### src/include/ccr_pkg.sv
package ccr_pkg;
  localparam int CLK_PERIOD_NS = 10;
  localparam int SETTLE_UNIT_NS = 1000;
  localparam int SETTLE_UNIT_CYC = (SETTLE_UNIT_NS + CLK_PERIOD_NS - 1) / CLK_PERIOD_NS;
  localparam int FG_CAL_TIME_NS = 20000;
  localparam int FG_CAL_CYC = (FG_CAL_TIME_NS + CLK_PERIOD_NS - 1) / CLK_PERIOD_NS;
  localparam int TRIM_W = 6;
  localparam int STL_W = 3;
  localparam int SETTLE_MAX_CYC = (1 << STL_W) * SETTLE_UNIT_CYC;
  localparam int SETTLE_CNT_W = $clog2(SETTLE_MAX_CYC + 1);
  localparam int ADDR_W = 10;
  localparam int DATA_W = 32;
  localparam int REG_W = 8;
  // Register indices; byte address is four times the index
  localparam logic [7:0] IDX_TRIM = 8'h59;
  localparam logic [7:0] IDX_PLL_RST = 8'h5C;
  localparam logic [7:0] IDX_TUNE_CTRL = 8'h5D;
  localparam logic [7:0] IDX_TUNE_STAT = 8'h5E;
  localparam logic [7:0] IDX_CAL_RUN = 8'h61;
  localparam logic [7:0] IDX_CAL_SEL = 8'h62;
  localparam logic [7:0] IDX_LINK = 8'h70;
  localparam logic [7:0] IDX_IRQ_STAT = 8'h71;
  localparam logic [7:0] IDX_IRQ_MASK = 8'h72;
  localparam int STL_LSB = 4;
  localparam int TUNE_EN_BIT = 0;
  localparam int DONE_BIT = 0;
  localparam int RUN_BIT = 0;
  localparam int FG_BIT = 0;
  localparam int BG_BIT = 1;
  localparam int OS_BIT = 2;
  localparam int BGOS_BIT = 3;
  localparam int LINK_BIT = 0;
  localparam int PLL_RST_BIT = 0;
  localparam logic [7:0] TUNE_CTRL_RST = 8'h40;
  localparam logic [7:0] CAL_RUN_RST = 8'h01;
  localparam logic [7:0] CAL_SEL_RST = 8'h01;
  localparam logic [7:0] ZERO_RST = 8'h00;
  localparam int IRQ_W = 2;
  localparam int IRQ_TUNE_DONE = 0;
  localparam int IRQ_FG_DONE = 1;
  localparam logic [IRQ_W-1:0] IRQ_RST = 2'h0;

  typedef struct packed {
    logic [STL_W-1:0] settle;
    logic enable;
  } ccr_tune_cfg_t;

  typedef struct packed {
    logic bgOffset;
    logic fgOffset;
    logic bg;
    logic fg;
  } ccr_cal_sel_t;

  typedef struct packed {
    logic clearValues;
    logic fgActive;
    logic fgDone;
    logic bgEnable;
    logic fgOffsetEnable;
    logic bgOffsetEnable;
    logic divReset;
  } ccr_cal_out_t;

  typedef enum logic [3:0] {
    TUNE_IDLE = 4'b0001,
    TUNE_SETTLE = 4'b0010,
    TUNE_STEP = 4'b0100,
    TUNE_DONE = 4'b1000
  } ccr_tune_state_t;

  typedef enum logic [3:0] {
    CAL_HOLD = 4'b0001,
    CAL_CLEAR = 4'b0010,
    FOREGROUND_TRIM_ON = 4'b0100,
    CAL_RUN = 4'b1000
  } ccr_cal_state_t;
endpackage

### src/verilog/ccr_cal_seq.sv
`timescale 1ns/1ps
`default_nettype none
module ccr_cal_seq #(
  parameter int FG_CYC = ccr_pkg::FG_CAL_CYC
) (
  input wire logic clk_sys,
  input wire logic rstn,
  input wire logic ce,
  input wire logic run,
  input wire ccr_pkg::ccr_cal_sel_t sel,
  output ccr_pkg::ccr_cal_out_t calOut
);
  import ccr_pkg::*;
  localparam int FG_CNT_W = $clog2(FG_CYC + 1);

  ccr_cal_state_t state_ff, nxt_state;
  ccr_cal_sel_t sel_ff, nxt_sel;
  ccr_cal_out_t out_ff, nxt_out;
  logic [FG_CNT_W-1:0] cnt_ff, nxt_cnt;

  assign calOut = out_ff;

  always_comb begin
    nxt_state = state_ff;
    nxt_sel = sel_ff;
    nxt_cnt = cnt_ff;
    nxt_out = '0;
    case (state_ff)
      CAL_HOLD: begin
        nxt_out.clearValues = 1'b1;
        nxt_out.divReset = 1'b1;
        if (run) begin
          // Settings are taken once, so a rerun sees new ones
          nxt_sel = sel;
          nxt_state = CAL_CLEAR;
        end
      end
      CAL_CLEAR: begin
        nxt_out.clearValues = 1'b1;
        nxt_cnt = FG_CNT_W'(FG_CYC - 1);
        nxt_state = sel_ff.fg ? FOREGROUND_TRIM_ON : CAL_RUN;
        nxt_out.fgActive = sel_ff.fg;
        nxt_out.fgOffsetEnable = sel_ff.fg & sel_ff.fgOffset;
      end
      FOREGROUND_TRIM_ON: begin
        nxt_out.fgActive = 1'b1;
        nxt_out.fgOffsetEnable = sel_ff.fgOffset;
        if (cnt_ff == '0) begin
          nxt_out.fgActive = 1'b0;
          nxt_out.fgOffsetEnable = 1'b0;
          nxt_out.fgDone = 1'b1;
          nxt_state = CAL_RUN;
        end else begin
          nxt_cnt = cnt_ff - 1'b1;
        end
      end
      CAL_RUN: begin
        nxt_out.bgEnable = sel_ff.bg;
        nxt_out.bgOffsetEnable = sel_ff.bg & sel_ff.bgOffset;
      end
      default: begin
        nxt_state = CAL_HOLD;
      end
    endcase
    if (!run) begin
      nxt_state = CAL_HOLD;
      nxt_out = '0;
      nxt_out.clearValues = 1'b1;
      nxt_out.divReset = 1'b1;
    end
  end

  always_ff @(posedge clk_sys or negedge rstn) begin
    if (!rstn) begin
      state_ff <= CAL_HOLD;
      sel_ff <= '0;
      cnt_ff <= '0;
      out_ff <= '0;
    end else if (ce) begin
      state_ff <= nxt_state;
      sel_ff <= nxt_sel;
      cnt_ff <= nxt_cnt;
      out_ff <= nxt_out;
    end
  end
endmodule
`default_nettype wire

### src/verilog/ccr_calibration_control_regs.sv
// Register access over APB is this design's own decision.
`timescale 1ns/1ps
`default_nettype none
module ccr_calibration_control_regs #(
  parameter int SETTLE_UNIT = ccr_pkg::SETTLE_UNIT_CYC,
  parameter int FG_CYC = ccr_pkg::FG_CAL_CYC
) (
  input wire logic clk_sys,
  input wire logic rstn,
  input wire logic ce,
  input wire logic [ccr_pkg::ADDR_W-1:0] paddr,
  input wire logic psel,
  input wire logic penable,
  input wire logic pwrite,
  input wire logic [ccr_pkg::DATA_W-1:0] pwdata,
  input wire logic [3:0] pstrb,
  output logic [ccr_pkg::DATA_W-1:0] prdata,
  output logic pready,
  output logic pslverr,
  input wire logic vcoFastIn,
  output logic synthPllReset,
  output logic [ccr_pkg::TRIM_W-1:0] oscTrimCode,
  output logic vcoTuneDone,
  output ccr_pkg::ccr_cal_out_t calOut,
  output logic serialLinkEnable,
  output logic irq
);
  import ccr_pkg::*;

  // Register storage
  logic [REG_W-1:0] pllRst_ff, nxt_pllRst;
  logic [REG_W-1:0] tuneCtrl_ff, nxt_tuneCtrl;
  logic [REG_W-1:0] calRun_ff, nxt_calRun;
  logic [REG_W-1:0] calSel_ff, nxt_calSel;
  logic [REG_W-1:0] link_ff, nxt_link;
  logic [IRQ_W-1:0] irqStat_ff, nxt_irqStat;
  logic [IRQ_W-1:0] irqMask_ff, nxt_irqMask;
  logic irq_ff, nxt_irq;
  logic [DATA_W-1:0] prdata_ff, nxt_prdata;
  logic pready_ff, nxt_pready;
  logic pslverr_ff, nxt_pslverr;

  // Bus decode
  wire setupPh;
  wire commit;
  wire aligned;
  wire [7:0] regIdx;
  wire selTrim;
  wire selPllRst;
  wire selTuneCtrl;
  wire selTuneStat;
  wire selCalRun;
  wire selCalSel;
  wire selLink;
  wire selIrqStat;
  wire selIrqMask;
  wire mapped;
  wire wrEn;
  wire [REG_W-1:0] wrByte;
  wire [REG_W-1:0] rdByte;

  // Engine connections
  ccr_tune_cfg_t tuneCfg;
  ccr_cal_sel_t calSel;
  ccr_cal_out_t calSeqOut;
  wire [TRIM_W-1:0] trimCode;
  wire tuneDone;
  wire tuneDonePulse;
  wire trimWe;
  wire [IRQ_W-1:0] events;

  assign setupPh = psel & ~penable;
  // A write lands only at the edge that also samples pready high
  assign commit = psel & penable & pready_ff;
  assign aligned = (paddr[1:0] == 2'b00);
  assign regIdx = paddr[ADDR_W-1:2];
  assign selTrim = aligned & (regIdx == IDX_TRIM);
  assign selPllRst = aligned & (regIdx == IDX_PLL_RST);
  assign selTuneCtrl = aligned & (regIdx == IDX_TUNE_CTRL);
  assign selTuneStat = aligned & (regIdx == IDX_TUNE_STAT);
  assign selCalRun = aligned & (regIdx == IDX_CAL_RUN);
  assign selCalSel = aligned & (regIdx == IDX_CAL_SEL);
  assign selLink = aligned & (regIdx == IDX_LINK);
  assign selIrqStat = aligned & (regIdx == IDX_IRQ_STAT);
  assign selIrqMask = aligned & (regIdx == IDX_IRQ_MASK);
  assign mapped = selTrim | selPllRst | selTuneCtrl | selTuneStat | selCalRun
                | selCalSel | selLink | selIrqStat | selIrqMask;
  // Registers are one byte wide, so only the low lane matters
  assign wrEn = commit & pwrite & pstrb[0] & mapped;
  assign wrByte = pwdata[REG_W-1:0];

  assign rdByte = ({REG_W{selTrim}} & {{(REG_W-TRIM_W){1'b0}}, trimCode})
                | ({REG_W{selPllRst}} & pllRst_ff)
                | ({REG_W{selTuneCtrl}} & tuneCtrl_ff)
                | ({REG_W{selTuneStat}} & {{(REG_W-1){1'b0}}, tuneDone})
                | ({REG_W{selCalRun}} & calRun_ff)
                | ({REG_W{selCalSel}} & calSel_ff)
                | ({REG_W{selLink}} & link_ff)
                | ({REG_W{selIrqStat}} & {{(REG_W-IRQ_W){1'b0}}, irqStat_ff})
                | ({REG_W{selIrqMask}} & {{(REG_W-IRQ_W){1'b0}}, irqMask_ff});

  // Reserved bits are stored as written, except in the irq mask, irq status and trim; software keeps them at reset value
  assign nxt_pllRst = (wrEn & selPllRst) ? wrByte : pllRst_ff;
  assign nxt_tuneCtrl = (wrEn & selTuneCtrl) ? wrByte : tuneCtrl_ff;
  assign nxt_calRun = (wrEn & selCalRun) ? wrByte : calRun_ff;
  assign nxt_calSel = (wrEn & selCalSel) ? wrByte : calSel_ff;
  assign nxt_link = (wrEn & selLink) ? wrByte : link_ff;
  assign nxt_irqMask = (wrEn & selIrqMask) ? wrByte[IRQ_W-1:0] : irqMask_ff;
  assign trimWe = wrEn & selTrim;

  assign events[IRQ_TUNE_DONE] = tuneDonePulse;
  assign events[IRQ_FG_DONE] = calSeqOut.fgDone;
  // Hardware set wins over a same-cycle write-one clear
  assign nxt_irqStat = (irqStat_ff & ~({IRQ_W{wrEn & selIrqStat}} & wrByte[IRQ_W-1:0]))
                     | events;
  assign nxt_irq = |(nxt_irqStat & nxt_irqMask);

  assign nxt_pready = setupPh;
  assign nxt_prdata = setupPh ? {{(DATA_W-REG_W){1'b0}}, rdByte} : prdata_ff;
  assign nxt_pslverr = setupPh & ~mapped;

  // Tuning enable is sampled when a run starts after PLL reset release; settle is reread at every settle reload
  assign tuneCfg.settle = tuneCtrl_ff[STL_LSB +: STL_W];
  assign tuneCfg.enable = tuneCtrl_ff[TUNE_EN_BIT];
  assign calSel.fg = calSel_ff[FG_BIT];
  assign calSel.bg = calSel_ff[BG_BIT];
  assign calSel.fgOffset = calSel_ff[OS_BIT];
  assign calSel.bgOffset = calSel_ff[BGOS_BIT];

  ccr_vco_tuner #(
    .SETTLE_UNIT(SETTLE_UNIT)
  ) u_tuner (
    .clk_sys(clk_sys),
    .rstn(rstn),
    .ce(ce),
    .pllReset(pllRst_ff[PLL_RST_BIT]),
    .cfg(tuneCfg),
    .vcoFastIn(vcoFastIn),
    .swTrimWe(trimWe),
    .swTrim(wrByte[TRIM_W-1:0]),
    .trim(trimCode),
    .done(tuneDone),
    .donePulse(tuneDonePulse)
  );

  ccr_cal_seq #(
    .FG_CYC(FG_CYC)
  ) u_cal (
    .clk_sys(clk_sys),
    .rstn(rstn),
    .ce(ce),
    .run(calRun_ff[RUN_BIT]),
    .sel(calSel),
    .calOut(calSeqOut)
  );

  // Engine outputs are flip-flops inside the engines
  assign oscTrimCode = trimCode;
  assign vcoTuneDone = tuneDone;
  assign calOut = calSeqOut;
  assign synthPllReset = pllRst_ff[PLL_RST_BIT];
  assign serialLinkEnable = link_ff[LINK_BIT];
  assign irq = irq_ff;
  assign prdata = prdata_ff;
  assign pready = pready_ff;
  assign pslverr = pslverr_ff;

  always_ff @(posedge clk_sys or negedge rstn) begin
    if (!rstn) begin
      pllRst_ff <= ZERO_RST;
      tuneCtrl_ff <= TUNE_CTRL_RST;
      calRun_ff <= CAL_RUN_RST;
      calSel_ff <= CAL_SEL_RST;
      link_ff <= ZERO_RST;
    end else if (ce) begin
      pllRst_ff <= nxt_pllRst;
      tuneCtrl_ff <= nxt_tuneCtrl;
      calRun_ff <= nxt_calRun;
      calSel_ff <= nxt_calSel;
      link_ff <= nxt_link;
    end
  end

  always_ff @(posedge clk_sys or negedge rstn) begin
    if (!rstn) begin
      irqStat_ff <= IRQ_RST;
      irqMask_ff <= IRQ_RST;
      irq_ff <= 1'b0;
    end else if (ce) begin
      irqStat_ff <= nxt_irqStat;
      irqMask_ff <= nxt_irqMask;
      irq_ff <= nxt_irq;
    end
  end

  always_ff @(posedge clk_sys or negedge rstn) begin
    if (!rstn) begin
      prdata_ff <= '0;
      pready_ff <= 1'b0;
      pslverr_ff <= 1'b0;
    end else if (ce) begin
      prdata_ff <= nxt_prdata;
      pready_ff <= nxt_pready;
      pslverr_ff <= nxt_pslverr;
    end
  end
endmodule
`default_nettype wire

### src/verilog/ccr_vco_tuner.sv
`timescale 1ns/1ps
`default_nettype none
module ccr_vco_tuner #(
  parameter int SETTLE_UNIT = ccr_pkg::SETTLE_UNIT_CYC
) (
  input wire logic clk_sys,
  input wire logic rstn,
  input wire logic ce,
  input wire logic pllReset,
  input wire ccr_pkg::ccr_tune_cfg_t cfg,
  input wire logic vcoFastIn,
  input wire logic swTrimWe,
  input wire logic [ccr_pkg::TRIM_W-1:0] swTrim,
  output logic [ccr_pkg::TRIM_W-1:0] trim,
  output logic done,
  output logic donePulse
);
  import ccr_pkg::*;
  // Sized from the parameter so a longer settle unit cannot wrap the counter
  localparam int CNT_W = $clog2((1 << STL_W) * SETTLE_UNIT + 1);

  ccr_tune_state_t state_ff, nxt_state;
  logic [TRIM_W-1:0] trim_ff, nxt_trim, bit_ff, nxt_bit;
  logic [CNT_W-1:0] cnt_ff, nxt_cnt;
  logic done_ff, nxt_done, pulse_ff, nxt_pulse;
  logic [CNT_W-1:0] settleLoad;

  assign settleLoad = CNT_W'((int'(cfg.settle) + 1) * SETTLE_UNIT - 1);
  assign trim = trim_ff;
  assign done = done_ff;
  assign donePulse = pulse_ff;

  always_comb begin
    nxt_state = state_ff;
    nxt_trim = trim_ff;
    nxt_bit = bit_ff;
    nxt_cnt = cnt_ff;
    nxt_done = done_ff;
    nxt_pulse = 1'b0;
    if (pllReset) begin
      // Abort any run; trim kept for software readback
      nxt_state = TUNE_IDLE;
      nxt_done = 1'b0;
    end else begin
      case (state_ff)
        TUNE_IDLE: begin
          if (cfg.enable) begin
            nxt_bit = {1'b1, {(TRIM_W-1){1'b0}}};
            nxt_trim = {1'b1, {(TRIM_W-1){1'b0}}};
            nxt_cnt = settleLoad;
            nxt_state = TUNE_SETTLE;
          end else begin
            nxt_done = 1'b1;
            nxt_pulse = 1'b1;
            nxt_state = TUNE_DONE;
          end
        end
        TUNE_SETTLE: begin
          if (cnt_ff == '0) begin
            nxt_state = TUNE_STEP;
          end else begin
            nxt_cnt = cnt_ff - 1'b1;
          end
        end
        TUNE_STEP: begin
          // Successive approximation: drop the bit if the VCO runs fast
          if (vcoFastIn) begin
            nxt_trim = trim_ff & ~bit_ff;
          end
          if (bit_ff[0]) begin
            nxt_done = 1'b1;
            nxt_pulse = 1'b1;
            nxt_state = TUNE_DONE;
          end else begin
            nxt_bit = bit_ff >> 1;
            nxt_trim = (vcoFastIn ? (trim_ff & ~bit_ff) : trim_ff) | (bit_ff >> 1);
            nxt_cnt = settleLoad;
            nxt_state = TUNE_SETTLE;
          end
        end
        TUNE_DONE: begin
          if (swTrimWe) begin
            nxt_trim = swTrim;
          end
        end
        default: begin
          nxt_state = TUNE_IDLE;
        end
      endcase
    end
    // Writes during a run would corrupt the search, so they are dropped
    if (swTrimWe && (state_ff == TUNE_IDLE)) begin
      nxt_trim = swTrim;
    end
  end

  always_ff @(posedge clk_sys or negedge rstn) begin
    if (!rstn) begin
      state_ff <= TUNE_IDLE;
      trim_ff <= '0;
      bit_ff <= '0;
      cnt_ff <= '0;
      done_ff <= 1'b0;
      pulse_ff <= 1'b0;
    end else if (ce) begin
      state_ff <= nxt_state;
      trim_ff <= nxt_trim;
      bit_ff <= nxt_bit;
      cnt_ff <= nxt_cnt;
      done_ff <= nxt_done;
      pulse_ff <= nxt_pulse;
    end
  end
endmodule
`default_nettype wire
### config.mk
export PLATFORM = sky130hd
export DESIGN_NAME = ccr_calibration_control_regs
export DESIGN_NICKNAME = d
export VERILOG_FILES = /design/src/include/ccr_pkg.sv /design/src/verilog/ccr_cal_seq.sv /design/src/verilog/ccr_calibration_control_regs.sv /design/src/verilog/ccr_vco_tuner.sv
export SDC_FILE = /design/constraint.sdc
export NUM_CORES = 1
export LEC_CHECK = 0
export ABC_AREA = 1
export ABC_CLOCK_PERIOD_IN_PS = 3800
export BUFFER_PORTS_ARGS = -buffer_cell sky130_fd_sc_hd__buf_2
export CAP_MARGIN = 40
export CORE_MARGIN = 2
export CORE_UTILIZATION = 25
export DETAILED_ROUTE_END_ITERATION = 6
export PLACE_DENSITY = 0.44
export SYNTH_ARGS = -nofsm -noshare
export SYNTH_HDL_FRONTEND = slang
export SYNTH_SLANG_ARGS = --single-unit
### constraint.sdc
create_clock -name clk_sys -period 3.8 [get_ports clk_sys]
set_clock_uncertainty 0.05 [all_clocks]
set_input_delay 0.95 -clock clk_sys [delete_from_list [all_inputs] [get_ports clk_sys]]
set_output_delay 0.95 -clock clk_sys [all_outputs]
set_load 0.01 [all_outputs]
==> results of run 1 <==
logic make-up (layout without fill, tap and decap cells):
| group | Yosys count | after routing | synth area share |
|---|---|---|---|
| compound gates | 153 | 153 | 0.151 |
| buf+inv | 140 | 176 | 0.106 |
| simple gates | 353 | 353 | 0.265 |
| fa+ha+maj | 12 | 12 | 0.0255 |
| flops | 109 | 109 | 0.442 |
| other cells | 1 | 25 | 0.000607 |
| xor+xnor | 7 | 7 | 0.00992 |
how the worst max path moves through the flow:
stage | start | end | cells past startpoint
6_report | tuneCtrl_ff[4] | u_tuner.cnt_ff[9] | 14
3_5_place_dp | tuneCtrl_ff[4] | u_tuner.cnt_ff[9] | 14
2_1_floorplan | tuneCtrl_ff[4] | u_tuner.cnt_ff[9] | 14
3_3_place_gp | tuneCtrl_ff[4] | u_tuner.cnt_ff[9] | 14
4_1_cts | tuneCtrl_ff[4] | u_tuner.cnt_ff[9] | 14
5_1_grt | tuneCtrl_ff[4] | u_tuner.cnt_ff[9] | 14
power breakdown:
group	switching, mW	internal, mW	leakage [nW]
logic	0.494	0.237	1.88
clock network	0.500	0.469	0.144
registers	0.131	1.30	1.41
total	1.13	2.01	3.44
sequential cells by signal, summed over array words and instances (netlist names), 2 cells and up:
| name | flops |
|---|---|
| u_cal.sel_ff | 4 |
| u_cal.state_ff | 4 |
| u_cal.cnt_ff | 11 |
| u_cal.calOut | 7 |
| irqStat_ff | 2 |
| pllRst_ff | 8 |
| calRun_ff | 8 |
| tuneCtrl_ff | 8 |
| irqMask_ff | 2 |
| u_tuner.trim | 6 |
| u_tuner.bit_ff | 6 |
| u_tuner.cnt_ff | 10 |
| prdata | 8 |
| link_ff | 8 |
| u_tuner.state_ff | 4 |
| calSel_ff | 8 |
layout make-up:
type	count	area, sq um	share of cell area
Clock buffer	9	225	0.0321
Clock inverter	7	77.6	0.0110
Inverter	102	383	0.0545
Multi-Input combinational cell	550	2880	0.410
Sequential cell	109	2730	0.389
Tap cell	324	405	0.0577
Timing Repair Buffer	58	320	0.0456
layer usage:
layer / wire length (microns) / share of wire / vias up / global-route usage
met5: 0 / 0 / - / 0
met4: 182 / 0.011 / 0 / 0.0337
met3: 422 / 0.026 / 11 / 0.0203
met2: 7260 / 0.45 / 72 / 0.199
met1: 8400 / 0.52 / 2396 / 0.189
li1: - / - / 2608 / -
cell usage in the layout, fill, tap and decap left out, types with 2 or more instances in the layout:
cell type,n
a41oi_1,2
nor2_2,6
o21ai_1,43
o22ai_1,3
nand3_1,47
inv_2,11
nand2_2,9
nand2_4,6
nor3_4,2
clkinv_8,2
nor2_1,64
nand4_1,8
dfrtp_1,104
dfstp_2,5
buf_2,51
nor2_4,4
clkinv_1,3
xnor2_1,2
nand3b_1,2
o21a_1,3
clkbuf_16,9
a211oi_1,2
nand2_1,185
xor2_1,5
o211ai_1,3
nor3_2,3
conb_1,25
a21oi_1,18
ha_1,11
o21ai_0,39
o21ai_2,15
a31oi_1,5
buf_4,6
inv_1,88
nor3_1,9
a22oi_1,3
inv_6,3
a221oi_1,11
critical path, stage by stage, from the launching register on:
cell and delay [ns]:
dfrtp_1 0.47, inv_1 0.14, ha_1 0.38, inv_1 0.06, ha_1 0.31, inv_1 0.07, fa_1 0.42, xor2_1 0.23
inv_1 0.06, nor2_1 0.13, nand4_1 0.11, nand3_1 0.11, o21ai_0 0.08, nand2_1 0.06, o21ai_1 0.06
==> impl_metrics.tcl, run 1 <==
set metrics [dict create \
    layoutNonFillerInstCount 1159 \
    drc 0 \
    place_inst 1143 \
    netlist_instances 775 \
    cts_resized 0 \
    final_area_sq_um 7030 \
    place_ws_ns 0.943 \
    num_rows 57 \
    layout_min_cycle_time_ns 2.86 \
    ant_nets 0 \
    cts_buffers 9 \
    timing.setup.tns_ns 0 \
    ir_drop_mv 0.203 \
    tightestPinTransition_ns 0.788 \
    seq_area_frac_synth 0.442 \
    clock_latency_ns 0.36 \
    fin_crit_sh 0.753 \
    rr_worst_depth 14 \
    clock-root-buffer "clkbuf_16" \
    yosys_warnings 0 \
    status "completed" \
    layout-drive-gt1-share 0.171 \
    worst_hold_path.endpoint "calSel_ff[0]" \
    wl_per_cell_microns 14.0 \
    netlist_top_cells_count "nand2_1 (185), dfrtp_1 (104), inv_1 (88)" \
    yosysUniqueCellTypes 54 \
    p_leak_nw 3.44 \
    async_flop_share 1.00 \
    synth.top_cell.area_share 0.421 \
    holdPathStages 2 \
    whs_ns 0.426 \
    cp.arrival_ns 3.05 \
    initial_core_util 0.254 \
    synth-edff-count 0 \
    cap_viol_max_count 0 \
    core-area_sq_um 24300 \
    ys_ff_latch 109 \
    startpoint_type "register" \
    syn_area_sq_um 6180 \
    antenna_found_initial 0 \
    crit_fanout 6 \
    reg2reg_slack_ns 0.94 \
    grt_start_max_net_pins 62 \
    io_buffers 52 \
    routed_wl_mm 16.3 \
    synth_area_leader_cell "dfrtp_1" \
    path_class "register to register" \
    viasPerCell 4.39 \
    fillers 2652 \
    clk_pin_slew_ns 0.08 \
    dieArea_sq_um 26000 \
    area_growth_syn_to_layout_pct 13.7 \
    dr_total_vias 5087 \
    grt_pass1_wl_mm 26.4 \
    drv_slew 0 \
    r2r-start "tuneCtrl_ff[4]" \
    diodes 0 \
    placed_area_sq_um 6720 \
    fp.dieW_microns 161 \
    crit_required_ns 3.99 \
    ctsHoldBuffers 0 \
    worstHoldStart "calSel_ff[0]" \
    synth.avg_cell_area_sq_um 7.98 \
    clk_path_buf_depth 2 \
    grtUsageTotal 0.129 \
    dp.final_hpwl_mm 12.0 \
    cts_setup_buffers 0 \
    slew_headroom 0.473 \
    die_h_microns 161 \
    synth.top_cells.by_area "dfrtp_1 (42%), nand2_1 (11%), inv_1 (5.3%), nor2_1 (3.9%), nand3_1 (3.8%)" \
    grt_pass1_vias 4843 \
    post-route-util 0.289 \
    clock_sinks 109 \
    htree_num_levels 3 \
    hold_viol 0 \
    drtIter0Drc 335 \
    ys.flop_type "dfrtp_1" \
    finalPower_mw 3.13 \
    timing.rr.end "u_tuner.cnt_ff[9]" \
    first_pass_iters 5 \
    ios 104 \
    setup_slack_ns 0.940 \
    setup-violations-final 0 \
    grt.overflow.total 0 \
    gp_congestion 0.775 \
    yosysMostFrequentCell "nand2_1" \
    end_kind "register" \
    final_nets 895 \
    cts_tree "done" \
    power.density_nw_per_um2 446 \
    hold_path.class "register to register" \
    rsz0062_at_grt "false" \
    fmax_mhz 350 \
]
No activity file was read; power rests on OpenSTA's default activity.
==> inputs of run 2 (changes only) <==
--- a/config.mk
+++ b/config.mk
@@ -6,13 +6,13 @@
 export NUM_CORES = 1
 export LEC_CHECK = 0
 export ABC_AREA = 1
-export ABC_CLOCK_PERIOD_IN_PS = 3800
+export ABC_CLOCK_PERIOD_IN_PS = 2400
 export BUFFER_PORTS_ARGS = -buffer_cell sky130_fd_sc_hd__buf_2
 export CAP_MARGIN = 40
 export CORE_MARGIN = 2
 export CORE_UTILIZATION = 25
 export DETAILED_ROUTE_END_ITERATION = 6
-export PLACE_DENSITY = 0.44
+export PLACE_DENSITY = 0.45
 export SYNTH_ARGS = -nofsm -noshare
 export SYNTH_HDL_FRONTEND = slang
 export SYNTH_SLANG_ARGS = --single-unit
==> constraint.sdc (replaced) <==
create_clock -name clk_sys -period 2.4 [get_ports clk_sys]
set_clock_uncertainty 0.05 [all_clocks]
set_input_delay 0.6 -clock clk_sys [delete_from_list [all_inputs] [get_ports clk_sys]]
set_output_delay 0.6 -clock clk_sys [all_outputs]
set_load 0.01 [all_outputs]
==> run 2 against run 1 <==
Compared with the run above:
- the run now ends with setup timing left
- global-route usage grew 0.22 points
- non-clock buffer count grew 36
- power increased by 60%
- clock-buffer cell count is the same
- cell area up 5.7%
- largest cell class unchanged
- sequential power up 58%
- first-iteration DRC count shrank 17%
- critical path depth is 1 higher
- cell count grew 3.1%
- sequential share of layout area fell by 2.1 points
- largest power group unchanged
==> impl_metrics.tcl, run 2 (synthesized netlist as in run 1, its figures left out) <==
set metrics [dict create \
    status "finished, violations left" \
    violations "setup timing" \
    cts_tree "done" \
    p_sw_mw 1.80 \
    post-route-util 0.305 \
    clock_latency_ns 0.37 \
    grt_pass1_vias 4913 \
    multi_input_area_sq_um 2990 \
    cap_viol_max_count 0 \
    clk_path_buf_depth 2 \
    final_nets 931 \
    p_clk_frac 0.311 \
    grt_pass1_wl_mm 26.8 \
    initial_core_util 0.254 \
    grt_start_max_net_pins 66 \
    dr_total_vias 5223 \
    grtUsageTotal 0.131 \
    startpoint "tuneCtrl_ff[5]" \
    layout-drive-gt1-share 0.232 \
    die_h_microns 161 \
    num_rows 57 \
    ios 104 \
    finalPower_mw 5.00 \
    setup-violations-final 2 \
    setup_slack_ns -0.0480 \
    dieArea_sq_um 26000 \
    fillers 2665 \
    power_switching_share 0.360 \
    ctsHoldBuffers 0 \
    fp.dieW_microns 161 \
    layout_min_cycle_time_ns 2.45 \
    gp_congestion 0.769 \
    wl_per_cell_microns 13.9 \
    crit_required_ns 2.62 \
    top_regs "u_cal.cnt_ff: 11 flops, u_tuner.cnt_ff: 10 flops" \
    rsz0062_at_grt "true" \
    final_common_cell "nand2_1" \
    first_pass_iters 4 \
    htree_num_levels 3 \
    layout_common_cells "nand2_1 (184), dfrtp_1 (102), inv_1 (81), nor2_1 (60), buf_2 (51)" \
    final-seq-area_sq_um 2740 \
    hold_viol 0 \
    io_buffers 52 \
    power_frac_comb 0.237 \
    ir_drop_mv 0.313 \
    power.density_nw_per_um2 673 \
    ant_nets 0 \
    crit_fanout 3 \
    largest_reg_flops 11 \
    drv_slew 0 \
    cts_buffers 9 \
    seqPwrFrac 0.452 \
    clock_sinks 109 \
    clock-root-buffer "clkbuf_16" \
    fin_crit_sh 1.02 \
    clk_pin_slew_ns 0.09 \
    diodes 0 \
    r2r-start "tuneCtrl_ff[5]" \
    antenna_found_initial 0 \
    area_growth_syn_to_layout_pct 20.1 \
    fmax_mhz 409 \
    end_kind "register" \
    top_register "u_cal.cnt_ff" \
    p_leak_nw 3.62 \
    startpoint_type "register" \
    drc 0 \
    viasPerCell 4.37 \
    cp.arrival_ns 2.67 \
    p_int_mw 3.20 \
    grt.overflow.total 0 \
    routed_wl_mm 16.6 \
    hold_path.class "input pin to asynchronous set/reset pin" \
    rr_worst_depth 15 \
    dp.final_hpwl_mm 12.2 \
    core-area_sq_um 24300 \
    drtIter0Drc 279 \
    path_class "register to register" \
]
run 2: cell count changes in the layout (fill, tap and decap cells not counted), moves of 2 or more:
cell	change
inv_6	-2
nor2_1	-4
dfrtp_2	+2
ha_1	-5
nor2_4	+2
dfrtp_1	-2
ha_4	+5
nor2_2	+2
inv_1	-7
buf_4	+35
inv_2	+6
run 2: final cells by class:
class	instances	area share
clock buffers	9	0.0303
repair buffers	94	0.0812
flip-flops and latches	109	0.369
well taps	324	0.0546
clock inverters	7	0.0108
multi-input cells	550	0.403
inverters	102	0.0519
run 2: final timing paths:
path                                endpoint  slack (ns)
hold / removal               u_cal.calOut[1]        0.17
hold reg to reg                 calSel_ff[0]        0.43
min in group clk_sys            calSel_ff[0]        0.43
max in group asynchronous     tuneCtrl_ff[6]        1.76
setup / recovery           u_tuner.cnt_ff[8]       -0.05
setup reg to reg           u_tuner.cnt_ff[8]       -0.05
run 2: what timing repair did:
action / 4_1_cts / 5_1_grt
setup buffers: 1 / 5
pin swaps: 5 / 3
setup endpoints to repair: 2 / 10
gates resized for setup: 6 / 16
run 2: critical path, stage by stage, from the launching register on:
cell     delay, ns
dfrtp_2       0.46
ha_4          0.19
nand2_2       0.07
inv_2         0.05
nor2_4        0.12
inv_2         0.07
ha_4          0.27
inv_2         0.04
ha_4          0.24
xor2_2        0.15
buf_4         0.13
buf_4         0.12
xor2_1        0.15
nand2_1       0.06
nand3_1       0.07
o21a_1        0.11
run 2: routing by layer:
metal	global-route usage	part of all wire	up-vias
met3	0.0218	0.036	12
li1	-	-	2672
met1	0.190	0.51	2448
met4	0.0349	0.011	0
met5	0	0	-
met2	0.204	0.45	91
run 2: through the flow:
stage | instance area (sq um) | worst slack [ns] | TNS, ns | hold slack (ns) | instances
after global placement | 7000 | -0.0820 | -0.107 | 0.409 | 1173
final | 7420 | -0.0480 | -0.0604 | 0.172 | 1195
after detailed placement | 7000 | -0.0980 | -0.125 | 0.415 | 1173
after global routing | 7420 | -0.166 | -0.322 | 0.185 | 1195
after floorplan | 6310 | 0.00449 | 0 | 0.254 | 799
after CTS | 7320 | -0.0304 | -0.0304 | 0.176 | 1190
run 2: power by group through the flow:
stage / clock [mW] / sequential [mW] / combinational, mW
2_1_floorplan: 0 / 2.26 / 0.800
3_3_place_gp: 0 / 2.29 / 1.19
3_5_place_dp: 0 / 2.29 / 1.20
4_1_cts: 1.61 / 2.26 / 1.20
5_1_grt: 1.69 / 2.29 / 1.37
6_report: 1.56 / 2.26 / 1.19
